File: config.mk
export PLATFORM = sky130hd
export DESIGN_NAME = cil_can_int
export DESIGN_NICKNAME = d
export VERILOG_FILES = /design/src/rtl/cil_can_int.v
export VERILOG_INCLUDE_DIRS = /design/src /design/src/rtl
export SDC_FILE = /design/constraint.sdc
export NUM_CORES = 1
export LEC_CHECK = 0
export ABC_AREA = 0
export BUFFER_PORTS_ARGS = -buffer_cell sky130_fd_sc_hd__buf_2
export CAP_MARGIN = 20
export CELL_PAD_IN_SITES_DETAIL_PLACEMENT = 1
export CELL_PAD_IN_SITES_GLOBAL_PLACEMENT = 2
export CORE_AREA = 2 2 101 123
export CTS_CLUSTER_DIAMETER = 150
export DETAILED_ROUTE_END_ITERATION = 12
export DIE_AREA = 0 0 103 125
export GPL_ROUTABILITY_DRIVEN = 0
export PLACE_DENSITY_LB_ADDON = 0.1
export SLEW_MARGIN = 25
export SYNTH_ARGS = -nofsm -noshare
export SYNTH_HDL_FRONTEND = slang
export SYNTH_SLANG_ARGS = --single-unit
File: constraint.sdc
create_clock -name aclk -period 4.6 [get_ports aclk]
set_input_delay 0.46 -clock aclk [delete_from_list [all_inputs] [get_ports aclk]]
set_output_delay 0.46 -clock aclk [all_outputs]
set_load 0.02 [all_outputs]
File: src/rtl/cil_defs.vh
`ifndef CIL_DEFS_VH
`define CIL_DEFS_VH

// ----------------------------------------------------------------
// register byte addresses
// ----------------------------------------------------------------
`define CIL_ADDR_FLAG 8'h00
`define CIL_ADDR_ENABLE 8'h04
`define CIL_ADDR_COMM 8'h08
`define CIL_ADDR_MODULE 8'h0c
`define CIL_ADDR_ERRCNT 8'h10

// ----------------------------------------------------------------
// flag and enable bit positions (same layout in both registers)
// ----------------------------------------------------------------
`define CIL_B_RX0 0
`define CIL_B_RX1 1
`define CIL_B_TX0 2
`define CIL_B_TX1 3
`define CIL_B_TX2 4
`define CIL_B_ERR 5
`define CIL_B_WAKE 6
`define CIL_B_MSGERR 7

// ----------------------------------------------------------------
// communication status bit positions
// ----------------------------------------------------------------
`define CIL_C_OVF0 0
`define CIL_C_OVF1 1
`define CIL_C_RXWARN 2
`define CIL_C_TXWARN 3
`define CIL_C_RXPASS 4
`define CIL_C_TXPASS 5
`define CIL_C_BUSOFF 6
`define CIL_C_WARN 7

// ----------------------------------------------------------------
// reset values and limits
// ----------------------------------------------------------------
`define CIL_RST_FLAG 8'h00
`define CIL_RST_ENABLE 8'h00
`define CIL_RST_COMM 8'h00
`define CIL_WARN_LIMIT 9'h060
`define CIL_PASSIVE_LIMIT 9'h07f
`define CIL_BUSOFF_LIMIT 9'h0ff

// ----------------------------------------------------------------
// pending source codes
// ----------------------------------------------------------------
`define CIL_CODE_NONE 3'h0
`define CIL_CODE_ERR 3'h1
`define CIL_CODE_TX2 3'h2
`define CIL_CODE_TX1 3'h3
`define CIL_CODE_TX0 3'h4
`define CIL_CODE_RX1 3'h5
`define CIL_CODE_RX0 3'h6
`define CIL_CODE_WAKE 3'h7

// ----------------------------------------------------------------
// bus responses
// ----------------------------------------------------------------
`define CIL_RESP_OKAY 2'h0
`define CIL_RESP_DECERR 2'h3

`endif

File: src/rtl/cil_can_int.v
// Local design decisions: the register addresses and register access over AXI4-Lite.
`include "cil_defs.vh"
`default_nettype none

module cil_can_int (
   input wire aclk,
   input wire aresetn,
   input wire [7:0] s_axi_awaddr,
   input wire [2:0] s_axi_awprot,
   input wire s_axi_awvalid,
   output reg s_axi_awready,
   input wire [31:0] s_axi_wdata,
   input wire [3:0] s_axi_wstrb,
   input wire s_axi_wvalid,
   output reg s_axi_wready,
   output reg [1:0] s_axi_bresp,
   output reg s_axi_bvalid,
   input wire s_axi_bready,
   input wire [7:0] s_axi_araddr,
   input wire [2:0] s_axi_arprot,
   input wire s_axi_arvalid,
   output reg s_axi_arready,
   output reg [31:0] s_axi_rdata,
   output reg [1:0] s_axi_rresp,
   output reg s_axi_rvalid,
   input wire s_axi_rready,
   input wire [1:0] rx_done,
   input wire [2:0] tx_empty,
   input wire msg_error,
   input wire bus_activity,
   input wire assembly_accept,
   input wire assembly_buf_sel,
   input wire [1:0] rx_buf_busy,
   input wire [7:0] rx_err_cnt,
   input wire [8:0] tx_err_cnt,
   output reg [2:0] pending_source_code,
   output reg irq,
   output reg sleep_mode,
   output reg error_passive,
   output reg bus_off
);

   // ----------------------------------------------------------------
   // bus slave state
   // ----------------------------------------------------------------
   reg aw_got_reg;
   reg w_got_reg;
   reg [7:0] aw_addr_reg;
   reg [7:0] w_data_reg;
   reg w_lane0_reg;
   wire aw_take;
   wire w_take;
   wire ar_take;
   wire do_write;
   wire wr_map;
   wire wr_flag;
   wire wr_enable;
   wire wr_comm;
   wire wr_module;

   // ----------------------------------------------------------------
   // block state
   // ----------------------------------------------------------------
   reg [7:0] flag_reg;
   reg [7:0] flag_next;
   reg [7:0] enable_reg;
   reg [1:0] ovf_reg;
   reg [1:0] ovf_next;
   reg [4:0] state_reg;
   reg [4:0] state_next;
   reg [2:0] code_next;
   reg [31:0] rd_word;
   reg rd_hit;
   wire [7:0] flag_set;
   wire [7:0] flag_hold;
   wire [7:0] gated;
   wire [1:0] ovf_set;
   wire wake_evt;
   wire err_evt;
   wire [7:0] comm_view;

   assign aw_take = s_axi_awvalid & s_axi_awready;
   assign w_take = s_axi_wvalid & s_axi_wready;
   assign ar_take = s_axi_arvalid & s_axi_arready;
   assign do_write = aw_got_reg & w_got_reg & ~s_axi_bvalid;
   assign wr_map = do_write & w_lane0_reg;
   assign wr_flag = wr_map & (aw_addr_reg == `CIL_ADDR_FLAG);
   assign wr_enable = wr_map & (aw_addr_reg == `CIL_ADDR_ENABLE);
   assign wr_comm = wr_map & (aw_addr_reg == `CIL_ADDR_COMM);
   assign wr_module = wr_map & (aw_addr_reg == `CIL_ADDR_MODULE);

   // ----------------------------------------------------------------
   // write channel
   // ----------------------------------------------------------------
   // ready is offered one cycle after valid so it comes from a flop
   always @(posedge aclk)
   begin
      if (!aresetn)
      begin
         s_axi_awready <= 1'b0;
         s_axi_wready <= 1'b0;
         s_axi_bvalid <= 1'b0;
         s_axi_bresp <= `CIL_RESP_OKAY;
         aw_got_reg <= 1'b0;
         w_got_reg <= 1'b0;
         aw_addr_reg <= 8'h00;
         w_data_reg <= 8'h00;
         w_lane0_reg <= 1'b0;
      end
      else
      begin
         s_axi_awready <= s_axi_awvalid & ~s_axi_awready & ~aw_got_reg & ~s_axi_bvalid;
         s_axi_wready <= s_axi_wvalid & ~s_axi_wready & ~w_got_reg & ~s_axi_bvalid;
         if (aw_take)
         begin
            aw_got_reg <= 1'b1;
            // low address bits dropped, so byte offsets alias their word
            aw_addr_reg <= {s_axi_awaddr[7:2], 2'b00};
         end
         if (w_take)
         begin
            w_got_reg <= 1'b1;
            w_data_reg <= s_axi_wdata[7:0];
            w_lane0_reg <= s_axi_wstrb[0];
         end
         if (do_write)
         begin
            aw_got_reg <= 1'b0;
            w_got_reg <= 1'b0;
            s_axi_bvalid <= 1'b1;
            // the counter word is read-only yet answers okay to a write
            if (aw_addr_reg <= `CIL_ADDR_ERRCNT)
               s_axi_bresp <= `CIL_RESP_OKAY;
            else
               s_axi_bresp <= `CIL_RESP_DECERR;
         end
         else if (s_axi_bvalid & s_axi_bready)
            s_axi_bvalid <= 1'b0;
      end
   end

   // ----------------------------------------------------------------
   // read channel
   // ----------------------------------------------------------------
   assign comm_view = {state_reg[`CIL_C_RXWARN - 2] | state_reg[`CIL_C_TXWARN - 2],
                       state_reg, ovf_reg};

   always @*
   begin
      // live address is safe: the master holds it until arready
      rd_word = 32'h0000_0000;
      rd_hit = 1'b1;
      if ({s_axi_araddr[7:2], 2'b00} == `CIL_ADDR_FLAG)
         rd_word = {24'h00_0000, flag_reg};
      else if ({s_axi_araddr[7:2], 2'b00} == `CIL_ADDR_ENABLE)
         rd_word = {24'h00_0000, enable_reg};
      else if ({s_axi_araddr[7:2], 2'b00} == `CIL_ADDR_COMM)
         rd_word = {24'h00_0000, comm_view};
      else if ({s_axi_araddr[7:2], 2'b00} == `CIL_ADDR_MODULE)
         rd_word = {28'h000_0000, pending_source_code, sleep_mode};
      else if ({s_axi_araddr[7:2], 2'b00} == `CIL_ADDR_ERRCNT)
         rd_word = {7'h00, tx_err_cnt, 8'h00, rx_err_cnt};
      else
         rd_hit = 1'b0;
   end

   always @(posedge aclk)
   begin
      if (!aresetn)
      begin
         s_axi_arready <= 1'b0;
         s_axi_rvalid <= 1'b0;
         s_axi_rdata <= 32'h0000_0000;
         s_axi_rresp <= `CIL_RESP_OKAY;
      end
      else
      begin
         s_axi_arready <= s_axi_arvalid & ~s_axi_arready & ~s_axi_rvalid;
         if (ar_take)
         begin
            s_axi_rvalid <= 1'b1;
            // captured at the take, so it cannot move while rvalid stands
            s_axi_rdata <= rd_word;
            s_axi_rresp <= rd_hit ? `CIL_RESP_OKAY : `CIL_RESP_DECERR;
         end
         else if (s_axi_rvalid & s_axi_rready)
            s_axi_rvalid <= 1'b0;
      end
   end

   // ----------------------------------------------------------------
   // error state from the counters
   // ----------------------------------------------------------------
   always @*
   begin
      state_next[`CIL_C_RXWARN - 2] = {1'b0, rx_err_cnt} >= `CIL_WARN_LIMIT;
      state_next[`CIL_C_TXWARN - 2] = tx_err_cnt >= `CIL_WARN_LIMIT;
      state_next[`CIL_C_RXPASS - 2] = {1'b0, rx_err_cnt} > `CIL_PASSIVE_LIMIT;
      state_next[`CIL_C_TXPASS - 2] = tx_err_cnt > `CIL_PASSIVE_LIMIT;
      // nine bits let the count pass 255 without wrapping
      state_next[`CIL_C_BUSOFF - 2] = tx_err_cnt > `CIL_BUSOFF_LIMIT;
   end

   // ----------------------------------------------------------------
   // receive overflow
   // ----------------------------------------------------------------
   // a busy target loses the message; this bit and the error flag record it
   assign ovf_set[0] = assembly_accept & ~assembly_buf_sel & rx_buf_busy[0];
   assign ovf_set[1] = assembly_accept & assembly_buf_sel & rx_buf_busy[1];

   always @*
   begin
      ovf_next = ovf_reg;
      // only a host write of zero clears it; the set wins in a tie
      if (wr_comm)
         ovf_next = ovf_reg & w_data_reg[1:0];
      ovf_next = ovf_next | ovf_set;
   end

   // ----------------------------------------------------------------
   // interrupt flags
   // ----------------------------------------------------------------
   // any step of the counter state counts, up or down
   assign err_evt = (|ovf_set) | (state_next != state_reg);
   assign wake_evt = sleep_mode & enable_reg[`CIL_B_WAKE] & bus_activity;

   assign flag_set[`CIL_B_RX0] = rx_done[0];
   assign flag_set[`CIL_B_RX1] = rx_done[1];
   assign flag_set[`CIL_B_TX2:`CIL_B_TX0] = tx_empty;
   assign flag_set[`CIL_B_ERR] = err_evt;
   assign flag_set[`CIL_B_WAKE] = wake_evt;
   assign flag_set[`CIL_B_MSGERR] = msg_error;

   // causes that are still present block a clear
   // pulse causes are gone a cycle later, so nothing holds their clear
   assign flag_hold[`CIL_B_TX2:`CIL_B_RX0] = 5'h00;
   assign flag_hold[`CIL_B_ERR] = |ovf_reg;
   assign flag_hold[`CIL_B_WAKE] = bus_activity & sleep_mode;
   assign flag_hold[`CIL_B_MSGERR] = 1'b0;

   genvar gi;
   generate
      for (gi = 0; gi < 8; gi = gi + 1)
      begin : g_flag
         always @*
         begin
            flag_next[gi] = flag_reg[gi];
            if (wr_flag & ~w_data_reg[gi] & ~flag_hold[gi])
               flag_next[gi] = 1'b0;
            if (flag_set[gi])
               flag_next[gi] = 1'b1;
         end
      end
   endgenerate

   // ----------------------------------------------------------------
   // pending source priority
   // ----------------------------------------------------------------
   // flags record every event but wake; enables gate the code, irq and the wake flag
   assign gated = flag_reg & enable_reg;

   always @*
   begin
      // re-evaluated every cycle, so a cleared source yields to the next
      if (gated[`CIL_B_ERR])
         code_next = `CIL_CODE_ERR;
      else if (gated[`CIL_B_TX0])
         code_next = `CIL_CODE_TX0;
      else if (gated[`CIL_B_TX1])
         code_next = `CIL_CODE_TX1;
      else if (gated[`CIL_B_TX2])
         code_next = `CIL_CODE_TX2;
      else if (gated[`CIL_B_RX0])
         code_next = `CIL_CODE_RX0;
      else if (gated[`CIL_B_RX1])
         code_next = `CIL_CODE_RX1;
      else if (gated[`CIL_B_WAKE])
         code_next = `CIL_CODE_WAKE;
      else
         code_next = `CIL_CODE_NONE;
   end

   // ----------------------------------------------------------------
   // state registers
   // ----------------------------------------------------------------
   always @(posedge aclk)
   begin
      if (!aresetn)
      begin
         flag_reg <= `CIL_RST_FLAG;
         enable_reg <= `CIL_RST_ENABLE;
         ovf_reg <= 2'h0;
         state_reg <= 5'h00;
         sleep_mode <= 1'b0;
         pending_source_code <= `CIL_CODE_NONE;
         irq <= 1'b0;
         error_passive <= 1'b0;
         bus_off <= 1'b0;
      end
      else
      begin
         flag_reg <= flag_next;
         ovf_reg <= ovf_next;
         state_reg <= state_next;
         if (wr_enable)
            enable_reg <= w_data_reg;
         // wake-up overrides a sleep request in the same cycle
         if (wake_evt)
            sleep_mode <= 1'b0;
         else if (wr_module)
            sleep_mode <= w_data_reg[0];
         pending_source_code <= code_next;
         // message error is outside the code but still interrupts
         irq <= |gated;
         // pins lag the counters two cycles: counter to state, state to pin
         error_passive <= state_reg[`CIL_C_RXPASS - 2] | state_reg[`CIL_C_TXPASS - 2];
         bus_off <= state_reg[`CIL_C_BUSOFF - 2];
      end
   end

endmodule

`default_nettype wire

==> results of run 1 <==
-- kinds of logic (layout without fill, tap and decap cells) --
group / after synthesis / after routing / synth area share (%)
xor gates and xnor gates: 4 / 4 / 1.13
other: 1 / 15 / 0.121
and+or+nand+nor: 136 / 136 / 21.4
AOI/OAI and AO/OA: 91 / 91 / 17.3
buffers and inverters: 47 / 114 / 8.03
DFF: 71 / 71 / 45.8
muxes: 19 / 19 / 6.17
-- cells in the mapped netlist (2+ instances only) --
cell	n	area [um^2]
mux2i_1	18	180
nand2_1	53	199
buf_2	3	15.0
or3_1	3	18.8
nand2b_1	9	56.3
nor3_1	3	15.0
buf_4	18	135
nor4b_1	2	17.5
a31oi_1	3	18.8
and2_1	5	31.3
xor2_1	2	17.5
a22oi_1	12	90.1
nand3_1	12	60.1
nor2b_1	2	12.5
o2111ai_1	4	35.0
nor4_1	2	12.5
inv_1	11	41.3
dfxtp_1	71	1420
o22ai_1	2	12.5
o21ai_0	14	70.1
xnor2_1	2	17.5
buf_1	3	11.3
nor2_1	35	131
a21oi_1	47	235
clkbuf_1	10	37.5
o211ai_1	2	15.0
nand3b_1	4	30.0
-- cell usage in the layout, fill, tap and decap left out, types with 2 or more instances in the layout --
cell type,Yosys,final
a22oi_1,12,12
a21oi_1,47,47
nor2_1,35,35
clkbuf_8,0,2
buf_2,3,88
nor4_1,2,2
and2_1,5,5
dfxtp_1,71,71
conb_1,1,15
a31oi_1,3,3
o211ai_1,2,2
xor2_1,2,2
inv_1,11,11
mux2i_1,18,18
nand3b_1,4,4
or3_1,3,3
clkbuf_16,0,9
nor2b_1,2,2
nor3_1,3,3
o2111ai_1,4,4
nand2_1,53,53
o22ai_1,2,2
nand3_1,12,12
nand2b_1,9,9
xnor2_1,2,2
o21ai_0,14,14
nor4b_1,2,2
-- worst min-delay path: stages --
cell and delay [ns]:
buf_2 0.09, inv_1 0.04, a21oi_1 0.05
-- area by class of cell --
cell class,instances,area (um^2)
inverters,12,45.0
well taps,161,201
fillers,1450,7900
clock buffers,12,256
flip-flops and latches,71,1420
repair buffers,89,448
multi-input cells,265,1480
clock inverters,1,30.0
-- routing by layer --
| layer | track usage (%) | vias to the layer above | wire length (um) |
|---|---|---|---|
| met5 | 0 | - | 0 |
| met4 | 4.64 | 0 | 140 |
| met1 | 19.2 | 1287 | 4060 |
| met2 | 22.8 | 62 | 4310 |
| li1 | - | 1398 | - |
| met3 | 3.75 | 9 | 366 |
-- where the power goes --
group / total [W] / switching [W] / internal [W]
clock network: 0.000681 / 0.000241 / 0.000440
logic: 0.000120 / 0.0000755 / 0.0000444
registers: 0.000648 / 0.0000156 / 0.000632
-- stage by stage --
| step | total power [W] | setup slack (ns) |
|---|---|---|
| final | 0.00145 | 2.70 |
| after global routing | 0.00152 | 2.45 |
| after CTS | 0.00148 | 2.61 |
| after detailed placement | 0.000784 | 2.27 |
| after global placement | 0.000783 | 2.25 |
| after floorplan | 0.000741 | 3.05 |
-- worst paths after layout --
| check | start | to | slack [ns] | depth (start not counted) |
|---|---|---|---|---|
| worst max-delay path | s_axi_bvalid | enable_reg[4] | 2.70 | 5 |
| worst min-delay path | tx_empty[0] | flag_reg[2] | 0.37 | 3 |
| worst max register to register | s_axi_bvalid | enable_reg[4] | 2.70 | 5 |
| worst min register to register | s_axi_rvalid | s_axi_arready | 0.45 | 1 |
==> out/metrics.cfg, run 1 <==
[timing]
setup_tns_ns=0
finalClockSkew_ns=0.00817
period_minus_slack_ns=1.90
fmax_ghz=0.526
slew-limit-headroom_pct=45.4
drv_slew=0
fin_crit_sh_pct=41.3
tightest_slew_ns=0.815
hold_viol=0
setup-violations-final=0
holdWs_ns=0.367
rsz0062_at_grt=false

[status]
run_status=complete, no violations

[clocking]
clock_latency_ns=0.33
numCtsBuffers=9
clock_sinks=71
cts.path.max_buffers=2
cts.clk_slew.worst_paths_ns=0.05
cts_hold_buf=0
postCtsSetupRepairBufs=0
htreeDepth=3
cts_tree=built
post_cts_resized=0
cts_root_buf=clkbuf_16

[detailed_routing]
drtIter0Drc=69
drcViolationCount=0
num_vias=2756
wirelength_um=8870
firstDrtPassIters=4
detail-route-antenna-nets=0
via_per_inst=4.51
wl_per_cell_um=14.5

[critical_path]
critPathBufInv=0
end_kind=register
crit_path_frequent_cell=nand3b_1
path_class=register to register
cp_top_family=simple AND/OR/NAND/NOR gates
worstPathArrival_ns=2.10
cp-start-kind=register
cpPeakStageDelay_ns=0.43
crit_fanout=8
path_cells=nand3b_1, and4bb_2, nand3b_1, mux2i_1, nor2_1
critPathRequiredTime_ns=4.80
crit_slowest_cell=nand3b_1

[run]
cap_violations=0

[yosys]
synth_area_mm2=0.00310
yosysWarningCount=0
synth_edf_count=0
avgSynthCellArea_um2=8.40
synth_seq_cells=71
yosysSeqAreaShare_pct=45.8
ys_types=44
synth_flop_cell=dfxtp_1
ys_async_sr_fraction_pct=0
syn_inst=369

[finish]
layout-drive-gt1-share_pct=23.8
syn2layout_area_growth_pct=25.3
stdcell_count=611
diodes=0
regMostFlops=s_axi_rdata
nets=541
design_area_mm2=0.00388
final_core_util_pct=33.0
largest_register_ffs=17

[place]
portBuffers=88
placed_cell_area_mm2=0.00360
dp_cells=598
dp_hpwl_um=6690

[die]
core_mm2=0.0118
ios=141
die-area_mm2=0.0129
initial_core_util_pct=26.3
die_w_um=103
die_h_um=125
rows=44

[global_route]
grt_first_pass_wirelength_um=14500
gr-total-overflow=0
grt_util_all_layers_pct=14.5
grt_max_degree=37
first_global_vias=2761
antenna_found_initial=0

[power]
power.density_mw_per_mm2=373
peakVddDrop_mv=0.142
p_leak_nw=1.70

[worst_hold_path]
hold_path_class=input pin to register

No activity file was read; power rests on OpenSTA's default activity.
==> run 2: changes to the inputs <==
- CORE_AREA: 2 2 101 123 -> 2 2 105 127
- DIE_AREA: 0 0 103 125 -> 0 0 107 129
- clock period: 4.6 -> 1.9 ns (I/O delays scaled with it)
==> out/metrics.cfg, run 2 (synthesized netlist as in run 1, its figures left out) <==
[run]
cap_violations=0  ; unchanged

[critical_path]
critPathRequiredTime_ns=2.10  ; -2.70 ns
critPathLaunch=s_axi_bvalid
reg2regPathDepth=5  ; unchanged
worstPathArrival_ns=1.73  ; -0.37 ns
path_class=register to register
r2r_start=s_axi_bvalid
r2r_slack_ns=0.37  ; -2.33 ns
r2r-end=flag_reg[5]
crit_fanout=5  ; -3
endpoint=flag_reg[5]
end_kind=register
cp-start-kind=register

[finish]
regMostFlops=s_axi_rdata
layout_common_cells=buf_2, dfxtp_1, nand2_1
final_common_cell=buf_2
layout-drive-gt1-share_pct=24.7  ; +0.89 points
nets=548  ; +1.3%
syn2layout_area_growth_pct=25.8
diodes=0  ; unchanged
largest_register_ffs=17  ; unchanged

[clocking]
cts_root_buf=clkbuf_16
post_cts_resized=0  ; unchanged
numCtsBuffers=9  ; unchanged
cts.clk_slew.worst_paths_ns=0.05  ; about the same
clock_latency_ns=0.33  ; about the same
cts_hold_buf=0  ; unchanged
clock_sinks=71  ; unchanged
htreeDepth=3  ; unchanged
cts.path.max_buffers=2  ; unchanged
cts_tree=built
postCtsSetupRepairBufs=0  ; unchanged

[detailed_routing]
via_per_inst=4.48  ; -0.63%
drcViolationCount=0  ; unchanged
drtIter0Drc=82  ; +19%
wl_per_cell_um=15.1  ; +4.4%
wirelength_um=9420  ; +6.2%
firstDrtPassIters=4  ; unchanged
num_vias=2788  ; +1.2%
detail-route-antenna-nets=0  ; unchanged

[power]
p_seq_share_pct=47.2  ; +2.5 points
totalPowerFinal_w=0.00333  ; +130%
power.density_mw_per_mm2=852  ; +130%
p_int_w=0.00251  ; +120%
p_leak_nw=1.72  ; +0.88%
switching_power_w=0.000819  ; +150%
power_frac_clock_pct=43.9  ; -3.1 points
combinationalPowerShare_pct=8.9  ; +0.6 points
peakVddDrop_mv=0.321  ; +130%
switching_share_pct=24.6  ; +1.7 points

[place]
portBuffers=88  ; unchanged
dp_hpwl_um=7040  ; +5.3%
place_ws_ns=0.317  ; -1.95 ns

[die]
ios=141  ; unchanged
die_w_um=107  ; +3.9%
initial_core_util_pct=24.7  ; -1.6 points
die_h_um=129  ; +3.2%
rows=45  ; +2.3%
core_mm2=0.0126  ; +6.6%
die-area_mm2=0.0138  ; +7.2%

[timing]
setup-violations-final=0  ; unchanged
holdWs_ns=0.0983  ; -0.269 ns
fmax_ghz=0.652  ; +24%
fin_ws_ns=0.367  ; -2.33 ns
rsz0062_at_grt=false
setup_tns_ns=0  ; unchanged
drv_slew=0  ; unchanged
hold_viol=0  ; unchanged
fin_crit_sh_pct=80.7  ; +39 points
tightest_slew_ns=0.684  ; -0.131 ns
period_minus_slack_ns=1.53  ; -0.367 ns
finalClockSkew_ns=0.00567  ; -0.00250 ns
slew-limit-headroom_pct=54.3  ; +8.9 points

[global_route]
grt_util_all_layers_pct=14.4  ; -0.078 points
grt_max_degree=41  ; +11%
gr-total-overflow=0  ; unchanged
antenna_found_initial=0  ; unchanged
grt_first_pass_wirelength_um=15100  ; +4.7%
first_global_vias=2793  ; +1.2%

[worst_hold_path]
hold_path_class=input pin to register

[status]
run_status=complete, no violations

-- run 2: cell types whose count changed in the layout (fill, tap and decap cells not counted), sizes merged --
| cell | before | now |
|---|---|---|
| buf | 89 | 96 |
| bufinv | 1 | 0 |
| clkinv | 1 | 3 |
-- run 2: area by class of cell --
type                            instances  area (um^2)
Fill cell                            1535         8650
Timing Repair Buffer                   96          500
Sequential cell                        71         1420
Clock buffer                           12          236
Tap cell                              164          205
Inverter                               12         45.0
Multi-Input combinational cell        265         1480
Clock inverter                          2         10.0
-- run 2: routing by layer --
metal | wire length (um) | up-vias | track usage (%)
met1 | 4250 | 1292 | 18.0
met4 | 133 | 0 | 5.50
met2 | 4600 | 67 | 23.9
li1 | - | 1418 | -
met5 | 0 | - | 0
met3 | 440 | 11 | 3.55
-- run 2: worst min-delay path by stage --
stage	endpoint	start	cells past startpoint	slack (ns)
3_5_place_dp	w_data_reg[0]	s_axi_wdata[0]	3	0.44
5_1_grt	flag_reg[3]	tx_empty[1]	3	0.09
2_1_floorplan	state_reg[3]	tx_err_cnt[7]	2	0.31
6_report	s_axi_rdata[18]	tx_err_cnt[2]	3	0.1
3_3_place_gp	flag_reg[4]	tx_empty[2]	3	0.43
4_1_cts	w_data_reg[0]	s_axi_wdata[0]	3	0.09
-- run 2: power groups by stage --
| stage | Combinational (W) | Sequential, W | Clock (W) |
|---|---|---|---|
| 5_1_grt | 0.000334 | 0.00158 | 0.00160 |
| 2_1_floorplan | 0.000196 | 0.00160 | 0 |
| 3_3_place_gp | 0.000298 | 0.00160 | 0 |
| 4_1_cts | 0.000302 | 0.00157 | 0.00151 |
| 6_report | 0.000296 | 0.00157 | 0.00146 |
| 3_5_place_dp | 0.000300 | 0.00160 | 0 |
-- run 2: stage by stage --
step / util (%) / cells / instance area, um^2
4_1_cts: 31.1 / 622 / 3900
3_3_place_gp: 29.1 / 608 / 3650
3_5_place_dp: 29.1 / 608 / 3650
2_1_floorplan: - / 383 / 3150
6_report: 31.1 / 622 / 3900
5_1_grt: 31.1 / 622 / 3900
-- run 2: worst max-delay path, stage by stage (launching register included) --
cell	delay, ns
dfxtp_1	0.33
nand3b_1	0.19
and4bb_2	0.36
nand2_1	0.09
o41ai_1	0.30
a31oi_1	0.14
==> run 3: changes to the inputs <==
- ABC_AREA: 0 -> 1
- CORE_AREA: 2 2 105 127 -> 2 2 109 132
- DIE_AREA: 0 0 107 129 -> 0 0 111 134
- clock period: 1.9 -> 1.43 ns (I/O delays scaled with it)
==> out/metrics.cfg, run 3 <==
[place]
dp_hpwl_um=8040  ; +14%
dp_cells=703  ; +16%
placed_cell_area_mm2=0.00387  ; +5.8%
portBuffers=88  ; unchanged

[clocking]
numCtsBuffers=9  ; unchanged
cts_tree=built
clock_sinks=71  ; unchanged
htreeDepth=3  ; unchanged
cts.path.max_buffers=2  ; unchanged
cts.clk_slew.worst_paths_ns=0.06  ; about the same
cts_root_buf=clkbuf_16
clock_latency_ns=0.33  ; about the same
cts_hold_buf=0  ; unchanged

[yosys]
yosysWarningCount=0  ; unchanged
ys_async_sr_fraction_pct=0  ; unchanged
synth.most_common_cell=nand2_1
yosys.area.top_type_share_pct=44.3  ; -1.5 points
synthTopCellsByArea=dfxtp_1, nand2_1, nor2_1
synth_edf_count=0  ; unchanged
yosysSeqAreaShare_pct=44.3  ; -1.5 points
synth_seq_cells=71  ; unchanged
syn_inst=442  ; +20%
synth_flop_cell=dfxtp_1
avgSynthCellArea_um2=7.25  ; -14%
yosysTopAreaCell=dfxtp_1
ys_types=32  ; -27%
synth_area_mm2=0.00321  ; +3.4%
synth_common_cells=nand2_1, dfxtp_1, nor2_1, o21ai_0, a21oi_1

[power]
peakVddDrop_mv=0.418  ; +30%
totalPowerFinal_w=0.00506  ; +52%
combinationalPowerShare_pct=9.4  ; +0.5 points
switching_power_w=0.00121  ; +48%
switching_share_pct=23.9  ; -0.72 points
power.density_mw_per_mm2=1170  ; +37%
p_seq_share_pct=41.7  ; -5.5 points
p_leak_nw=2.06  ; +20%
power_frac_clock_pct=48.9  ; +5.0 points
p_int_w=0.00385  ; +54%

[finish]
layout_common_cells=buf_2, nand2_1, dfxtp_1
multiInputGateArea_mm2=0.00153  ; +3.4%
stdcell_count=724  ; +16%
diodes=0  ; unchanged
nets=641  ; +17%
design_area_mm2=0.00432  ; +11%
layout-drive-gt1-share_pct=30.9  ; +6.2 points
regArea_mm2=0.00142  ; about the same
syn2layout_area_growth_pct=34.7
final_common_cell=buf_2
fill_cells=1702  ; +11%
largest_register_ffs=17  ; unchanged
regMostFlops=s_axi_rdata

[critical_path]
critPathRequiredTime_ns=1.65  ; -0.45 ns
worstPathArrival_ns=1.69  ; -0.04 ns
reg2regPathDepth=8  ; +3
path_class=register to register
cp-start-kind=register
endpoint=enable_reg[0]
crit_fanout=4  ; -1
end_kind=register
r2r-end=enable_reg[0]
critPathLaunch=aw_addr_reg[7]
r2r_start=aw_addr_reg[7]
r2r_slack_ns=-0.04  ; -0.40 ns

[timing]
fin_crit_sh_pct=103  ; +22 points
setup-violations-final=7  ; +7
hold_viol=0  ; unchanged
fmax_ghz=0.681  ; +4.4%
period_minus_slack_ns=1.47  ; -0.0653 ns
drv_slew=0  ; unchanged
rsz0062_at_grt=true
fin_ws_ns=-0.0381  ; -0.405 ns
finalClockSkew_ns=0.00651  ; +0.000837 ns

[die]
core_mm2=0.0136  ; +8.2%
die_h_um=134  ; +3.9%
die-area_mm2=0.0149  ; +7.8%
die_w_um=111  ; +3.7%
ios=141  ; unchanged
rows=47  ; +4.4%
initial_core_util_pct=23.6  ; -1.1 points

[detailed_routing]
detail-route-antenna-nets=0  ; unchanged
drcViolationCount=0  ; unchanged
via_per_inst=4.34  ; -3.1%
firstDrtPassIters=4  ; unchanged
wirelength_um=10200  ; +8.0%
num_vias=3145  ; +13%
drtIter0Drc=88  ; +7.3%
wl_per_cell_um=14.1  ; -7.2%

[global_route]
antenna_found_initial=0  ; unchanged
first_global_vias=3298  ; +18%
gr-total-overflow=0  ; unchanged
grt_first_pass_wirelength_um=16600  ; +9.6%
grt_util_all_layers_pct=14.1  ; -0.32 points
grt_max_degree=29  ; -29%

[run]
cap_violations=0  ; unchanged

[status]
violations=negative setup slack
run_status=finished with violations

[worst_hold_path]
worstHoldStart=tx_empty[1]
hold_path_class=input pin to register

[run 3: critical path: stages (launching register included)]
cell and delay [ns]:
dfxtp_2 0.33, nor2_4 0.11, nand2_2 0.08, nor2_4 0.13
nand2_4 0.08, nor3_4 0.32, buf_4 0.18, buf_6 0.08
a21oi_1 0.05
[run 3: per-stage QoR]
step           worst slack, ns  TNS (ns)  hold slack, ns  util, %
2_1_floorplan            0.108         0           0.236        -
3_5_place_dp           -0.0373    -0.208           0.392     28.5
4_1_cts                -0.0158   -0.0610          0.0313     31.0
5_1_grt                 -0.136     -1.01          0.0455     31.8
3_3_place_gp           0.00251         0           0.381     28.5
6_report               -0.0381   -0.0951          0.0428     31.8
[run 3: layout make-up]
| class | instances | share of cell area (%) |
|---|---|---|
| Multi-Input combinational cell | 308 | 35.5 |
| Clock inverter | 5 | 1.85 |
| Timing Repair Buffer | 112 | 14.9 |
| Inverter | 46 | 4.00 |
| Clock buffer | 11 | 5.85 |
| Sequential cell | 71 | 32.9 |
| Tap cell | 171 | 4.95 |
[run 3: worst min-delay path by stage]
stage	depth (start not counted)	end
3_3_place_gp	3	s_axi_awready
6_report	3	flag_reg[3]
5_1_grt	3	flag_reg[1]
4_1_cts	3	s_axi_awready
2_1_floorplan	2	state_reg[2]
3_5_place_dp	3	s_axi_awready
[run 3: timing repair]
item                       4_1_cts  5_1_grt
setup buffers                    1        4
setup endpoints to repair       10       15
gates resized for setup          4       27
pin swaps                        0       10
[run 3: power groups by stage]
stage / Combinational (W) / Sequential (W) / Clock, W
final: 0.000476 / 0.00211 / 0.00247
after global routing: 0.000539 / 0.00212 / 0.00264
after detailed placement: 0.000467 / 0.00215 / 0
after floorplan: 0.000267 / 0.00217 / 0
after global placement: 0.000460 / 0.00215 / 0
after CTS: 0.000475 / 0.00211 / 0.00256
[run 3: logic make-up (layout without fill, tap and decap cells)]
kind of cell | count (synthesis) | in the layout | share of synthesized area [%]
other | 1 | 15 | 0.117
XOR/XNOR | 3 | 3 | 0.820
flip-flops | 71 | 71 | 44.3
AND/OR/NAND/NOR | 195 | 195 | 27.6
AO/OA/AOI/OAI | 95 | 95 | 15.5
buffers and inverters | 77 | 174 | 11.7
[run 3: metal layers]
metal / track usage (%) / vias up / part of all wire, %
met3: 2.26 / 12 / 4.4
met1: 16.8 / 1440 / 44
li1: - / 1619 / -
met4: 6.32 / 0 / 2.0
met2: 24.8 / 74 / 50
met5: 0 / - / 0
